--- config.mk ---
export PLATFORM = sky130hd
export DESIGN_NAME = udrt_timer
export DESIGN_NICKNAME = d
export VERILOG_FILES = /design/src/include/udrt_pkg.sv /design/src/logic/udrt_timer.sv
export VERILOG_INCLUDE_DIRS = /design/src /design/src/include
export SDC_FILE = /design/constraint.sdc
export NUM_CORES = 1
export LEC_CHECK = 0
export BUFFER_PORTS_ARGS = -buffer_cell sky130_fd_sc_hd__buf_2
export CAP_MARGIN = 20
export CORE_UTILIZATION = 34
export DETAILED_ROUTE_END_ITERATION = 10
export PLACE_DENSITY = 0.6
export SLEW_MARGIN = 30
export SYNTH_ARGS = -nofsm -noshare
export SYNTH_HDL_FRONTEND = slang
export SYNTH_SLANG_ARGS = --single-unit
--- constraint.sdc ---
create_clock -name clk_i -period 2.4 [get_ports clk_i]
set_input_delay 0.6 -clock clk_i [delete_from_list [all_inputs] [get_ports clk_i]]
set_output_delay 0.6 -clock clk_i [all_outputs]
set_load 0.1 [all_outputs]
--- src/include/udrt_defines.svh ---
// Register map, field positions, reset values and timing for the reload timer
`ifndef UDRT_DEFINES_SVH
`define UDRT_DEFINES_SVH
// ==========================================
// Register offsets (byte addresses)
`define UDRT_CTRL_OFS 8'h00
`define UDRT_MODE_OFS 8'h04
`define UDRT_CNTL_OFS 8'h08
`define UDRT_CNTH_OFS 8'h0C
`define UDRT_RLDL_OFS 8'h10
`define UDRT_RLDH_OFS 8'h14
`define UDRT_ISTAT_OFS 8'h18
`define UDRT_IMASK_OFS 8'h1C
// ==========================================
// Control register fields
`define UDRT_CTRL_OVF 7
`define UDRT_CTRL_EXTF 6
`define UDRT_CTRL_RCLK 5
`define UDRT_CTRL_TRANSMIT_CLOCK_SELECT 4
`define UDRT_CTRL_EXEN 3
`define UDRT_CTRL_RUN 2
`define UDRT_CTRL_CSEL 1
`define UDRT_CTRL_CPRL 0
// Mode register field
`define UDRT_MODE_UDEN 0
// Interrupt status and mask fields
`define UDRT_IRQ_OVF 0
`define UDRT_IRQ_EXTF 1
// ==========================================
// Reset values
`define UDRT_CTRL_RST 8'h00
`define UDRT_MODE_RST 1'h0
`define UDRT_CNT_RST 16'h0000
`define UDRT_RLD_RST 16'h0000
`define UDRT_IRQ_RST 2'h0
// ==========================================
// Timing
`define UDRT_PRESCALE 12
`define UDRT_CNT_MAX 16'hFFFF
`endif

--- src/include/udrt_pkg.sv ---
// Types shared by the reload timer
package udrt_pkg;
   // ==========================================
   // Operating modes
   typedef enum logic [1:0] {
      UDRT_RELOAD = 2'b00,
      UDRT_CAPTURE = 2'b01,
      UDRT_BAUD = 2'b10
   } udrt_mode_type;
endpackage : udrt_pkg

--- src/logic/udrt_timer.sv ---
// Sixteen-bit up/down auto-reload timer with a Wishbone register port
`timescale 1ns/1ps
`include "udrt_defines.svh"

// Notes on behaviour
// - Count is low byte plus high byte; high advances on low byte carry.
// - Counter select clear: clock divided by 12; set: external count pin.
// - Low byte advances on the selected source only while run is set.
// - Three modes from receive, transmit clock and capture/reload selects.
// - Up/down enable clear: plain up-counting reload, direction pin used only as the external reload trigger.
// - Up/down enable set in reload mode: direction pin picks direction.
// - Counting up past FFFFh outside baud mode sets overflow flag and requests interrupt.
// - Up overflow loads reload high and low bytes into the count; capture mode loads zero.
// - Counting down, underflow when count equals the reload value.
// - Down underflow sets overflow flag and loads FFFFh, ignoring reload.
// - Up/down mode toggles external flag on each wrap, no interrupt.
// - Overflow flag set only when both clock selects are zero; software clears.
// - Counter operation advances on each falling edge of the count pin.
module udrt_timer #(
   parameter int PRESCALE = `UDRT_PRESCALE
) (
   // Clock and reset
   input wire logic clk_i,
   input wire logic rst_i,
   // Wishbone slave
   input wire logic wb_cyc_i,
   input wire logic wb_stb_i,
   input wire logic wb_we_i,
   input wire logic [7:0] wb_adr_i,
   input wire logic [3:0] wb_sel_i,
   input wire logic [31:0] wb_dat_i,
   output logic [31:0] wb_dat_o,
   output logic wb_ack_o,
   // Pins
   input wire logic count_input_pin_i,
   input wire logic direction_pin_i,
   // Interrupt
   output logic irq_o
);

   // ==========================================
   // State
   logic [7:0] timer_control_reg_r, timer_control_reg_nxt;
   logic updown_enable_bit_r, updown_enable_bit_nxt;
   logic [7:0] count_low_byte_r, count_low_byte_nxt;
   logic [7:0] count_high_byte_r, count_high_byte_nxt;
   logic [7:0] reload_low_byte_r, reload_low_byte_nxt;
   logic [7:0] reload_high_byte_r, reload_high_byte_nxt;
   logic [1:0] irq_stat_r, irq_stat_nxt;
   logic [1:0] irq_mask_r, irq_mask_nxt;
   logic [3:0] presc_r, presc_nxt;
   logic cpin_s1_r, cpin_s2_r, cpin_prev_r;
   logic dpin_s1_r, dpin_s2_r, dpin_prev_r;
   logic cpin_s1_nxt, cpin_s2_nxt, cpin_prev_nxt;
   logic dpin_s1_nxt, dpin_s2_nxt, dpin_prev_nxt;
   logic [31:0] dat_r, dat_nxt;
   logic ack_r, ack_nxt;
   logic irq_r, irq_nxt;

   // ==========================================
   // Decode
   logic run, csel, uden, exen, ovf_allowed;
   logic tick, cpin_fall, dpin_fall, count_up;
   logic [15:0] count, reload;
   logic wr, rd_hit;
   udrt_pkg::udrt_mode_type mode;

   assign run = timer_control_reg_r[`UDRT_CTRL_RUN];
   assign csel = timer_control_reg_r[`UDRT_CTRL_CSEL];
   assign exen = timer_control_reg_r[`UDRT_CTRL_EXEN];
   assign uden = updown_enable_bit_r;
   assign count = {count_high_byte_r, count_low_byte_r};
   assign reload = {reload_high_byte_r, reload_low_byte_r};
   assign wr = wb_cyc_i & wb_stb_i & wb_we_i & ~ack_r & wb_sel_i[0];
   // Only the synchronised copies are compared
   assign cpin_fall = cpin_prev_r & ~cpin_s2_r;
   assign dpin_fall = dpin_prev_r & ~dpin_s2_r;
   // Overflow flag source is cut while either serial clock select is set
   assign ovf_allowed = ~timer_control_reg_r[`UDRT_CTRL_RCLK]
      & ~timer_control_reg_r[`UDRT_CTRL_TRANSMIT_CLOCK_SELECT];

   always_comb begin
      // Baud selects take priority over capture/reload
      if (timer_control_reg_r[`UDRT_CTRL_RCLK] | timer_control_reg_r[`UDRT_CTRL_TRANSMIT_CLOCK_SELECT]) begin
         mode = udrt_pkg::UDRT_BAUD;
      end else if (timer_control_reg_r[`UDRT_CTRL_CPRL]) begin
         mode = udrt_pkg::UDRT_CAPTURE;
      end else begin
         mode = udrt_pkg::UDRT_RELOAD;
      end
   end

   // ==========================================
   // Pin synchronisers
   // Two stages against metastability, a third for the edge compare
   always_comb begin
      cpin_s1_nxt = count_input_pin_i;
      cpin_s2_nxt = cpin_s1_r;
      cpin_prev_nxt = cpin_s2_r;
      dpin_s1_nxt = direction_pin_i;
      dpin_s2_nxt = dpin_s1_r;
      dpin_prev_nxt = dpin_s2_r;
   end

   // Held high in reset so an idle high pin gives no false edge
   always_ff @(posedge clk_i) begin
      if (rst_i) begin
         cpin_s1_r <= 1'b1;
         cpin_s2_r <= 1'b1;
         cpin_prev_r <= 1'b1;
         dpin_s1_r <= 1'b1;
         dpin_s2_r <= 1'b1;
         dpin_prev_r <= 1'b1;
      end else begin
         cpin_s1_r <= cpin_s1_nxt;
         cpin_s2_r <= cpin_s2_nxt;
         cpin_prev_r <= cpin_prev_nxt;
         dpin_s1_r <= dpin_s1_nxt;
         dpin_s2_r <= dpin_s2_nxt;
         dpin_prev_r <= dpin_prev_nxt;
      end
   end

   // ==========================================
   // Count source
   always_comb begin
      presc_nxt = presc_r;
      tick = 1'b0;
      if (!run) begin
         presc_nxt = 4'h0;
      end else if (csel) begin
         tick = cpin_fall;
      end else if (presc_r == 4'(PRESCALE - 1)) begin
         presc_nxt = 4'h0;
         tick = 1'b1;
      end else begin
         presc_nxt = presc_r + 4'h1;
      end
   end

   // Cleared while stopped so a restart waits a full period
   always_ff @(posedge clk_i) begin
      if (rst_i) begin
         presc_r <= 4'h0;
      end else begin
         presc_r <= presc_nxt;
      end
   end

   // Direction only matters in reload mode with up/down enabled
   assign count_up = ~(uden & (mode == udrt_pkg::UDRT_RELOAD)) | dpin_s2_r;

   // ==========================================
   // Counter, flags and registers
   always_comb begin
      logic [8:0] low_sum;
      logic wrap_up, wrap_down, set_ovf, tog_ext, set_ext;
      low_sum = 9'h000;
      wrap_up = 1'b0;
      wrap_down = 1'b0;
      set_ovf = 1'b0;
      tog_ext = 1'b0;
      set_ext = 1'b0;
      timer_control_reg_nxt = timer_control_reg_r;
      updown_enable_bit_nxt = updown_enable_bit_r;
      count_low_byte_nxt = count_low_byte_r;
      count_high_byte_nxt = count_high_byte_r;
      reload_low_byte_nxt = reload_low_byte_r;
      reload_high_byte_nxt = reload_high_byte_r;
      irq_stat_nxt = irq_stat_r;
      irq_mask_nxt = irq_mask_r;

      if (tick && count_up) begin
         if (count == `UDRT_CNT_MAX) begin
            wrap_up = 1'b1;
            if (mode == udrt_pkg::UDRT_CAPTURE) begin
               count_low_byte_nxt = 8'h00;
               count_high_byte_nxt = 8'h00;
            end else begin
               count_low_byte_nxt = reload_low_byte_r;
               count_high_byte_nxt = reload_high_byte_r;
            end
         end else begin
            low_sum = {1'b0, count_low_byte_r} + 9'h001;
            count_low_byte_nxt = low_sum[7:0];
            count_high_byte_nxt = count_high_byte_r + {7'h00, low_sum[8]};
         end
      end else if (tick) begin
         if (count == reload) begin
            wrap_down = 1'b1;
            count_low_byte_nxt = 8'(`UDRT_CNT_MAX);
            count_high_byte_nxt = 8'hFF;
         end else begin
            count_low_byte_nxt = count_low_byte_r - 8'h01;
            count_high_byte_nxt = count_high_byte_r
               - {7'h00, (count_low_byte_r == 8'h00)};
         end
      end

      // Wrap flags
      set_ovf = (wrap_up | wrap_down) & ovf_allowed;
      if (uden && mode == udrt_pkg::UDRT_RELOAD) begin
         tog_ext = wrap_up | wrap_down;
      end else if (exen && dpin_fall && run && mode != udrt_pkg::UDRT_BAUD) begin
         set_ext = 1'b1;
         if (mode == udrt_pkg::UDRT_RELOAD) begin
            count_low_byte_nxt = reload_low_byte_r;
            count_high_byte_nxt = reload_high_byte_r;
         end
      end

      // Software access; a write to the count beats a tick
      if (wr) begin
         unique case (wb_adr_i & 8'hFC)
            `UDRT_CTRL_OFS: timer_control_reg_nxt = wb_dat_i[7:0];
            `UDRT_MODE_OFS: updown_enable_bit_nxt = wb_dat_i[`UDRT_MODE_UDEN];
            `UDRT_CNTL_OFS: count_low_byte_nxt = wb_dat_i[7:0];
            `UDRT_CNTH_OFS: count_high_byte_nxt = wb_dat_i[7:0];
            `UDRT_RLDL_OFS: reload_low_byte_nxt = wb_dat_i[7:0];
            `UDRT_RLDH_OFS: reload_high_byte_nxt = wb_dat_i[7:0];
            `UDRT_ISTAT_OFS: irq_stat_nxt = irq_stat_r & ~wb_dat_i[1:0];
            `UDRT_IMASK_OFS: irq_mask_nxt = wb_dat_i[1:0];
            default: ;
         endcase
      end

      // Hardware set wins over a clearing write
      if (set_ovf) begin
         timer_control_reg_nxt[`UDRT_CTRL_OVF] = 1'b1;
         irq_stat_nxt[`UDRT_IRQ_OVF] = 1'b1;
      end
      if (tog_ext) begin
         timer_control_reg_nxt[`UDRT_CTRL_EXTF] = ~timer_control_reg_r[`UDRT_CTRL_EXTF];
      end
      if (set_ext) begin
         timer_control_reg_nxt[`UDRT_CTRL_EXTF] = 1'b1;
         irq_stat_nxt[`UDRT_IRQ_EXTF] = 1'b1;
      end
   end

   always_ff @(posedge clk_i) begin
      if (rst_i) begin
         timer_control_reg_r <= `UDRT_CTRL_RST;
         updown_enable_bit_r <= `UDRT_MODE_RST;
         // Count bytes reset as one sixteen-bit word
         {count_high_byte_r, count_low_byte_r} <= `UDRT_CNT_RST;
         {reload_high_byte_r, reload_low_byte_r} <= `UDRT_RLD_RST;
         irq_stat_r <= `UDRT_IRQ_RST;
         irq_mask_r <= `UDRT_IRQ_RST;
      end else begin
         timer_control_reg_r <= timer_control_reg_nxt;
         updown_enable_bit_r <= updown_enable_bit_nxt;
         count_low_byte_r <= count_low_byte_nxt;
         count_high_byte_r <= count_high_byte_nxt;
         reload_low_byte_r <= reload_low_byte_nxt;
         reload_high_byte_r <= reload_high_byte_nxt;
         irq_stat_r <= irq_stat_nxt;
         irq_mask_r <= irq_mask_nxt;
      end
   end

   // ==========================================
   // Bus answer
   always_comb begin
      ack_nxt = wb_cyc_i & wb_stb_i & ~ack_r;
      rd_hit = wb_cyc_i & wb_stb_i & ~wb_we_i & ~ack_r;
      dat_nxt = 32'h0000_0000;
      if (rd_hit) begin
         unique case (wb_adr_i & 8'hFC)
            `UDRT_CTRL_OFS: dat_nxt = {24'h000000, timer_control_reg_r};
            `UDRT_MODE_OFS: dat_nxt = {31'h0000_0000, updown_enable_bit_r};
            `UDRT_CNTL_OFS: dat_nxt = {24'h000000, count_low_byte_r};
            `UDRT_CNTH_OFS: dat_nxt = {24'h000000, count_high_byte_r};
            `UDRT_RLDL_OFS: dat_nxt = {24'h000000, reload_low_byte_r};
            `UDRT_RLDH_OFS: dat_nxt = {24'h000000, reload_high_byte_r};
            `UDRT_ISTAT_OFS: dat_nxt = {30'h0000_0000, irq_stat_r};
            `UDRT_IMASK_OFS: dat_nxt = {30'h0000_0000, irq_mask_r};
            default: dat_nxt = 32'h0000_0000;
         endcase
      end
      // Level from registered state, one cycle behind the status
      irq_nxt = |(irq_stat_r & irq_mask_r);
   end

   // Data cleared when idle so the bus sees zero between answers
   always_ff @(posedge clk_i) begin
      if (rst_i) begin
         dat_r <= 32'h0000_0000;
         ack_r <= 1'b0;
         irq_r <= 1'b0;
      end else begin
         dat_r <= dat_nxt;
         ack_r <= ack_nxt;
         irq_r <= irq_nxt;
      end
   end

   assign wb_dat_o = dat_r;
   assign wb_ack_o = ack_r;
   assign irq_o = irq_r;

endmodule : udrt_timer

==> flow_metrics.tcl, run 1 <==
set metrics [dict create \
    syn-cell-area_um2 4199 \
    arrival_ns 2.50 \
    ctsHtreeMaxLevel 3 \
    rsz0062_at_grt "false" \
    syn_inst 515 \
    grt_pass1_vias 4114 \
    yosys.cell_types.count 59 \
    leakage_uw 0.002046 \
    ioPinCount 85 \
    grt_max_degree 36 \
    critPathLaunch "count_low_byte_r[1]" \
    antenna_found_initial 0 \
    fin_nets 639 \
    holdPathStages 1 \
    critPathRequiredTime_ns 2.65 \
    grt_pass1_wl_um 21980 \
    dpl.hpwl_um 10220 \
    yosysTopAreaCell "dfxtp_1" \
    finalCriticalPeriod_ns 2.253 \
    power_density_nw_per_um2 545.6 \
    area_growth_pct 21.28 \
    die_width_um 113.1 \
    placed_area_um2 4771 \
    io_buffers 31 \
    clk_pin_slew_ns 0.06 \
    num_vias 4207 \
    hold_violations 0 \
    worstHoldStart "cpin_s1_r" \
    hold_path_class "flip-flop to flip-flop" \
    die_area_um2 12800 \
    fmax_mhz 443.8 \
    wire_per_inst_um 18.62 \
    clock_latency_ns 0.34 \
    cts_tree "yes" \
    cts-root-buf "clkbuf_16" \
    cp-end-kind "flip-flop" \
    max_slew_margin 0.5899 \
    finClkSkew_ns 0.007344 \
    first_pass_iters 6 \
    yosys_most_used_dff "dfxtp_1" \
    ys_seq_area_frac 0.3099 \
    drv.max_cap_violation_count 0 \
    maxSlewViolCount 0 \
    diodes 0 \
    detail_route.vias_per_cell 5.747 \
    cts_buffers 9 \
    cts_setup_buffers 0 \
    start_util 0.3496 \
    rows 40 \
    total_power_uw 2778 \
    cp_max_fo 4 \
    crit_type "flip-flop to flip-flop" \
    synth_edf_count 0 \
    async_flop_share 0 \
    clock-sinks 65 \
    cts.path.max_buffers 2 \
    synth_top_area_frac 0.3099 \
    tightestPinTransition_ns 0.6065 \
    start_kind "flip-flop" \
    core-area_um2 12010 \
    synth_area_per_cell_um2 8.153 \
    yosys_register_bits 65 \
    grtUsageTotal 0.2244 \
    final-setup-viol-count 0 \
    drt_iter0_markers 380 \
    totalWireLength_um 13630 \
    synth_area_leaders "dfxtp_1 (31%), mux2i_1 (6.9%), nor2_1 (6.3%)" \
    post-route-period-util 0.9389 \
    drive_gt1_frac 0.2222 \
    ctsHoldBuffers 0 \
    remaining_drc_errors 0 \
    final_area_um2 5092 \
    grt-ovfl-total 0 \
    peakVddDrop_v 0.0002684 \
    rr_startpoint "count_low_byte_r[1]" \
    r2r_cells 10 \
    yosysWarningCount 0 \
    drtAntennaViolNets 0 \
    final_cell_mix "nor2_1 (71), dfxtp_1 (63), buf_4 (59), a21oi_1 (32), buf_2 (31)" \
    status "finished, final reports clean" \
    layout_commonest_cell "nor2_1" \
    globalplace.congestion 0.9473 \
    die_h_um 113.1 \
]
-- timing repair --
action	in CTS	in global routing
resized for setup	0	3
hold endpoints to repair	0	0
setup endpoints to repair	0	2
-- metal layers --
metal / share of wire / track usage / up-vias / routed length, µm
li1: - / - / 1971 / -
met1: 0.42 / 0.2787 / 2012 / 5732
met3: 0.067 / 0.04392 / 34 / 917
met5: 0 / 0 / - / 0
met4: 0.030 / 0.1123 / 0 / 410
met2: 0.48 / 0.3706 / 190 / 6573
-- worst max-delay path, stage by stage, from the launching register on --
cell and delay (ns):
dfxtp_1 0.40, ha_1 0.26, nand3_1 0.15, nor2_1 0.17, ha_1 0.25, ha_2 0.24, nor3b_1 0.19, a21oi_1 0.05
o311ai_0 0.11, a21oi_1 0.08, o32ai_1 0.25
-- sequential cells by signal, indices dropped and copies added (netlist names), 2 cells and up --
signal               flops
count_low_byte_r         8
irq_stat_r               2
timer_control_reg_r      8
reload_low_byte_r        8
reload_high_byte_r       8
irq_mask_r               2
wb_dat_o                 8
presc_r                  4
count_high_byte_r        8
-- report_power, final --
group / leakage (µW) / switching (µW) / internal (µW)
registers: 0.000526 / 2.35 / 1080
logic: 0.00137 / 244 / 37.3
clock network: 0.000146 / 502 / 908
-- area by class of cell --
cell class / instances / area (µm²)
repair buffers: 91 / 618.1
inverters: 7 / 26.28
fillers: 1192 / 6919
clock buffers: 11 / 232.7
flip-flops and latches: 65 / 1304
well taps: 147 / 183.9
multi-input cells: 406 / 2648
clock inverters: 5 / 80.08
-- cells in the mapped netlist (10+ instances only) --
master,number
nor2_1,71
dfxtp_1,65
a21oi_1,32
nand2_1,30
mux2i_1,29
clkbuf_1,27
buf_4,24
xor2_1,24
nand3_1,23
o21ai_0,15
and3_1,13
xnor2_1,12
a211oi_1,10
-- worst paths after layout --
path                           to  slack [ns]
min                 cpin_prev_nxt        0.41
max reg2reg  count_high_byte_r[6]        0.15
min reg2reg         cpin_prev_nxt        0.41
max          count_high_byte_r[6]        0.15
-- logic make-up after synthesis --
| logic type | after synthesis | share of synthesized area |
|---|---|---|
| compound gates | 110 | 0.1791 |
| xor+xnor | 36 | 0.07509 |
| fa+ha+maj | 8 | 0.02384 |
| buf+inv | 67 | 0.08492 |
| flops | 65 | 0.3099 |
| mux | 31 | 0.07718 |
| other cells | 1 | 0.0008931 |
| simple gates | 197 | 0.2491 |
-- stage by stage --
stage | util | cells | setup slack [ns] | TNS [ns] | hold slack [ns]
floorplan | - | 538 | 0.06549 | 0 | 0.3895
global placement | 0.3972 | 716 | -0.03897 | -0.06917 | 0.3963
detailed placement | 0.3972 | 716 | -0.06310 | -0.2335 | 0.3983
CTS | 0.4232 | 732 | 0.1536 | 0 | 0.4115
global route | 0.4240 | 732 | 0.01474 | 0 | 0.4252
finish | 0.4240 | 732 | 0.1467 | 0 | 0.4105
Power figures use the tool's default switching activity.
==> inputs of run 2 (changes only) <==
--- a/config.mk
+++ b/config.mk
@@ -11,7 +11,6 @@
 export CORE_UTILIZATION = 34
 export DETAILED_ROUTE_END_ITERATION = 10
 export PLACE_DENSITY = 0.6
-export SLEW_MARGIN = 30
 export SYNTH_ARGS = -nofsm -noshare
 export SYNTH_HDL_FRONTEND = slang
 export SYNTH_SLANG_ARGS = --single-unit
==> constraint.sdc (replaced) <==
create_clock -name clk_i -period 2.4 [get_ports clk_i]
set_input_delay 0.72 -clock clk_i [delete_from_list [all_inputs] [get_ports clk_i]]
set_output_delay 0.72 -clock clk_i [all_outputs]
set_load 0.1 [all_outputs]
==> run 2 against run 1 <==
  * First-iteration DRC count increased by 1.8%
  * Largest power group unchanged
  * Register-to-register slack improved by 0.08 ns
  * Worst hold slack improved by 0.00076 ns
  * Worst setup slack got worse by 0.014 ns
  * Clock skew increased by 0.0026 ns
  * Wire length decreased by 3.2%
  * Clock power decreased by 6%
  * Non-clock buffer count decreased by 1
  * Die area unchanged
  * Sequential share of layout area increased by 0.21 points
  * Critical path depth decreased by 3
  * Total power decreased by 2.8%
  * Critical path type is now input pin to flip-flop
==> flow_metrics.tcl, run 2 (synthesis gave the netlist of run 1 again) <==
set metrics [dict create \
    worst-path-buf-inv 2 \
    start_util 0.3496 \
    cts.path.max_buffers 2 \
    rows 40 \
    layout_commonest_cell "nor2_1" \
    status "finished, final reports clean" \
    fin_util 0.4217 \
    drv.max_cap_violation_count 0 \
    ctsHtreeMaxLevel 3 \
    first_pass_iters 6 \
    num_vias 4091 \
    grt_pass1_wl_um 21130 \
    fmax_mhz 441.1 \
    max_slew_margin 0.5050 \
    io_buffers 31 \
    maxSlewViolCount 0 \
    hold_path_class "flip-flop to flip-flop" \
    peakVddDrop_v 0.0002906 \
    antenna_found_initial 0 \
    total_power_uw 2699 \
    power_density_nw_per_um2 532.9 \
    arrival_ns 2.48 \
    final_cell_mix "nor2_1 (69), dfxtp_1 (60), buf_4 (59), a21oi_1 (32), buf_2 (31)" \
    drtAntennaViolNets 0 \
    start_kind "input pin" \
    diodes 0 \
    die_width_um 113.1 \
    core-area_um2 12010 \
    clk_pin_slew_ns 0.06 \
    fin_nets 638 \
    cp_max_fo 9 \
    critical_path.max_stage_delay_ns 0.69 \
    worstPathCellList "buf_2, or4_1, nor3_4, nand2_1, buf_4, o221ai_1, o22ai_1" \
    drive_gt1_frac 0.2316 \
    die_area_um2 12800 \
    grt_max_degree 19 \
    post-route-period-util 0.9447 \
    cpLargestDelayFamily "simple AND/OR/NAND/NOR gates" \
    grtUsageTotal 0.2143 \
    hold_violations 0 \
    dpl.hpwl_um 9998 \
    area_growth_pct 20.62 \
    grt-ovfl-total 0 \
    wire_per_inst_um 18.08 \
    globalplace.congestion 0.9530 \
    grt_pass1_vias 3992 \
    final-setup-viol-count 0 \
    cp_slowest_cell "or4_1" \
    cts-root-buf "clkbuf_16" \
    cp-end-kind "flip-flop" \
    finalCriticalPeriod_ns 2.267 \
    clock-sinks 65 \
    totalWireLength_um 13200 \
    leakage_uw 0.002034 \
    cts_buffers 9 \
    finClkSkew_ns 0.009985 \
    tightestPinTransition_ns 0.7398 \
    remaining_drc_errors 0 \
    die_h_um 113.1 \
    clock_latency_ns 0.34 \
    crit_type "input pin to flip-flop" \
    cts_tree "yes" \
    drt_iter0_markers 387 \
    rsz0062_at_grt "false" \
    detail_route.vias_per_cell 5.604 \
    whs_ns 0.4113 \
    critPathRequiredTime_ns 2.62 \
    ioPinCount 85 \
]
==> run 2: final timing paths <==
check / from / slack, ns / depth (start not counted) / to
setup reg to reg: uden / 0.23 / 6 / timer_control_reg_r[7]
setup / recovery: wb_adr_i[5] / 0.13 / 7 / count_low_byte_r[5]
hold reg to reg: cpin_s1_r / 0.41 / 1 / cpin_prev_nxt
hold / removal: cpin_s1_r / 0.41 / 1 / cpin_prev_nxt
==> run 2: repair_timing <==
| item | in CTS | in global routing |
|---|---|---|
| hold buffers | 0 | 0 |
| resized for setup | 0 | 8 |
| endpoints found under the setup margin | 0 | 3 |
| hold endpoints to repair | 0 | 0 |
| setup buffers | 0 | 0 |
==> run 2: final cells by class <==
| cell class | instances | area, µm² |
|---|---|---|
| clock buffer | 12 | 256.5 |
| clock inverter | 3 | 40.04 |
| fill | 1203 | 6947 |
| inverter | 7 | 26.28 |
| multi-input combinational | 406 | 2653 |
| sequential | 65 | 1308 |
| tap | 147 | 183.9 |
| timing repair buffer | 90 | 598.1 |
==> run 2: routing by layer <==
layer / GRT usage / up-vias / share of wire
met4: 0.1175 / 0 / 0.031
met5: 0 / - / 0
li1: - / 1954 / -
met2: 0.3501 / 163 / 0.48
met3: 0.03428 / 30 / 0.067
met1: 0.2701 / 1944 / 0.42
==> run 2: metrics by stage <==
stage | instance area, µm² | instances | setup WS (ns) | TNS [ns]
floorplan | 4290 | 538 | -0.04433 | -0.04433
global placement | 4753 | 715 | -0.1923 | -1.841
detailed placement | 4753 | 715 | -0.2205 | -2.501
CTS | 5050 | 730 | 0.06251 | 0
global route | 5065 | 730 | 0.007272 | 0
finish | 5065 | 730 | 0.1327 | 0
==> run 2: worst reg2reg max path: stages, from the launching register on <==
cell and delay (ns):
dfxtp_1 0.42, or4b_1 0.61, nor2_1 0.18, nand2_1 0.18, o2bb2ai_1 0.36, nand2_1 0.18, a21oi_1 0.17
==> run 2: power breakdown <==
part / internal (µW) / switching [µW] / leakage (µW) / total [µW]
registers: 1090 / 2.35 / 0.000527 / 1090
clock network: 851 / 476 / 0.000148 / 1330
logic: 40.2 / 245 / 0.00136 / 285
total: 1980 / 723 / 0.00203 / 2700
==> inputs of run 3 (changes only) <==
--- a/config.mk
+++ b/config.mk
@@ -8,9 +8,9 @@
 export LEC_CHECK = 0
 export BUFFER_PORTS_ARGS = -buffer_cell sky130_fd_sc_hd__buf_2
 export CAP_MARGIN = 20
-export CORE_UTILIZATION = 34
+export CORE_UTILIZATION = 32
 export DETAILED_ROUTE_END_ITERATION = 10
-export PLACE_DENSITY = 0.6
+export PLACE_DENSITY = 0.55
 export SYNTH_ARGS = -nofsm -noshare
 export SYNTH_HDL_FRONTEND = slang
 export SYNTH_SLANG_ARGS = --single-unit
==> constraint.sdc (replaced) <==
create_clock -name clk_i -period 2.94 [get_ports clk_i]
set_input_delay 0.882 -clock clk_i [delete_from_list [all_inputs] [get_ports clk_i]]
set_output_delay 0.882 -clock clk_i [all_outputs]
set_load 0.1 [all_outputs]
==> run 3 against run 2 <==
  * Combinational power fell by 21%
  * Utilization decreased by 4.2 points
  * Worst hold slack worse by 0.0036 ns
  * Non-clock buffer count fell by 31
  * Cell area shrank 4.6%
  * Count of clock-buffer cells in the layout down 1
  * Clock skew down 0.0028 ns
  * Sequential power shrank 19%
  * Critical path type unchanged
  * Critical endpoint unchanged
  * Highest routed layer unchanged
==> flow_metrics.tcl, run 3 (synthesis gave the netlist of run 1 again) <==
set metrics [dict create \
    status "finished, final reports clean" \
    critPathRequiredTime_ns 3.16 \
    rows 41 \
    cp_max_fo 8 \
    hold_path_class "flip-flop to flip-flop" \
    wire_per_inst_um 17.84 \
    worst-path-buf-inv 2 \
    cts-root-buf "clkbuf_16" \
    dp.cells 709 \
    cpLargestDelayFamily "simple AND/OR/NAND/NOR gates" \
    fin_util 0.3798 \
    diodes 0 \
    remaining_drc_errors 0 \
    multi_input_area_um2 2640 \
    tightestPinTransition_ns 0.6393 \
    antenna_found_initial 0 \
    final_cell_mix "nor2_1 (71), dfxtp_1 (65), a21oi_1 (32), buf_2 (31), nand2_1 (30)" \
    crit_type "input pin to flip-flop" \
    layout_commonest_cell "nor2_1" \
    clk_pin_slew_ns 0.06 \
    leakage_uw 0.001863 \
    drv.max_cap_violation_count 0 \
    detail_route.vias_per_cell 5.516 \
    fin_cells 725 \
    final-setup-viol-count 0 \
    io_buffers 31 \
    worstPathCellList "buf_2, or4_1, nor3_4, nand2_1, buf_4, o221ai_1, o22ai_1" \
    num_vias 3999 \
    grtUsageTotal 0.2033 \
    post-route-period-util 0.8438 \
    peakVddDrop_v 0.0002285 \
    grt_pass1_wl_um 20510 \
    die_area_um2 13580 \
    arrival_ns 2.70 \
    regArea_um2 1301 \
    cts_buffers 9 \
    fmax_mhz 403.1 \
    drtAntennaViolNets 0 \
    fillers 1333 \
    cts.path.max_buffers 2 \
    cts_tree "yes" \
    final_area_um2 4832 \
    ctsHoldBuffers 0 \
    finalCriticalPeriod_ns 2.481 \
    grt_pass1_vias 3834 \
    rsz0062_at_grt "false" \
    grt-ovfl-total 0 \
    maxSlewViolCount 0 \
    placed_area_um2 4548 \
    ioPinCount 85 \
    drive_gt1_frac 0.1718 \
    tns_ns 0 \
    cts_setup_buffers 0 \
    power_density_nw_per_um2 442.0 \
    start_util 0.3301 \
    dpl.hpwl_um 9609 \
    start_kind "input pin" \
    clock_latency_ns 0.34 \
    die_h_um 116.6 \
    core-area_um2 12720 \
    ctsHtreeMaxLevel 3 \
    globalplace.congestion 0.8843 \
    area_growth_pct 15.08 \
    die_width_um 116.6 \
    fin_nets 607 \
    cp_slowest_cell "or4_1" \
    cp-end-kind "flip-flop" \
    cts_resized 0 \
    clock-sinks 65 \
    first_pass_iters 8 \
    hold_violations 0 \
    critical_path.max_stage_delay_ns 0.70 \
    drt_iter0_markers 335 \
    totalWireLength_um 12940 \
    finClkSkew_ns 0.007191 \
    max_slew_margin 0.5738 \
    grt_max_degree 26 \
]
## run 3: per-stage QoR
step / hold slack (ns) / worst slack [ns] / power (µW)
2_1_floorplan: 0.3895 / 0.3235 / 1110
3_3_place_gp: 0.3961 / 0.1703 / 1130
3_5_place_dp: 0.3969 / 0.1394 / 1131
4_1_cts: 0.4108 / 0.4851 / 2155
5_1_grt: 0.4364 / 0.2844 / 2213
6_report: 0.4077 / 0.4594 / 2136
## run 3: area by class of cell
type	count	area share
clock buffers	11	0.05023
repair buffers	59	0.07561
multi-input cells	406	0.5463
clock inverters	5	0.008545
well taps	172	0.04454
flip-flops and latches	65	0.2693
inverters	7	0.005438
## run 3: layer usage
metal  part of all wire  global-route usage  vias up
met5                  0                   0        -
met4              0.019             0.08101        0
met2               0.47              0.3369      171
met3              0.067             0.03373       23
met1               0.44              0.2628     1908
li1                   -                   -     1897
## run 3: worst paths after layout
check	slack [ns]	depth (start not counted)	start	to
worst min-delay path	0.41	1	cpin_s1_r	cpin_prev_nxt
worst max register to register	0.47	9	count_low_byte_r[4]	count_high_byte_r[4]
worst max-delay path	0.46	7	wb_adr_i[5]	count_low_byte_r[5]
worst min register to register	0.41	1	cpin_s1_r	cpin_prev_nxt
## run 3: power by group
group | internal (µW) | switching (µW)
sequential | 885 | 2.85
clock | 598 | 425
combinational | 28.9 | 196
total | 1510 | 624
## run 3: worst register-to-register path: cells and delay by family (launching register included)
family / cells / cell delay, ns
compound gates: 3 / 0.45
xor+xnor: 1 / 0.19
fa+ha+maj: 2 / 0.49
flops: 1 / 0.59
simple gates: 3 / 0.68
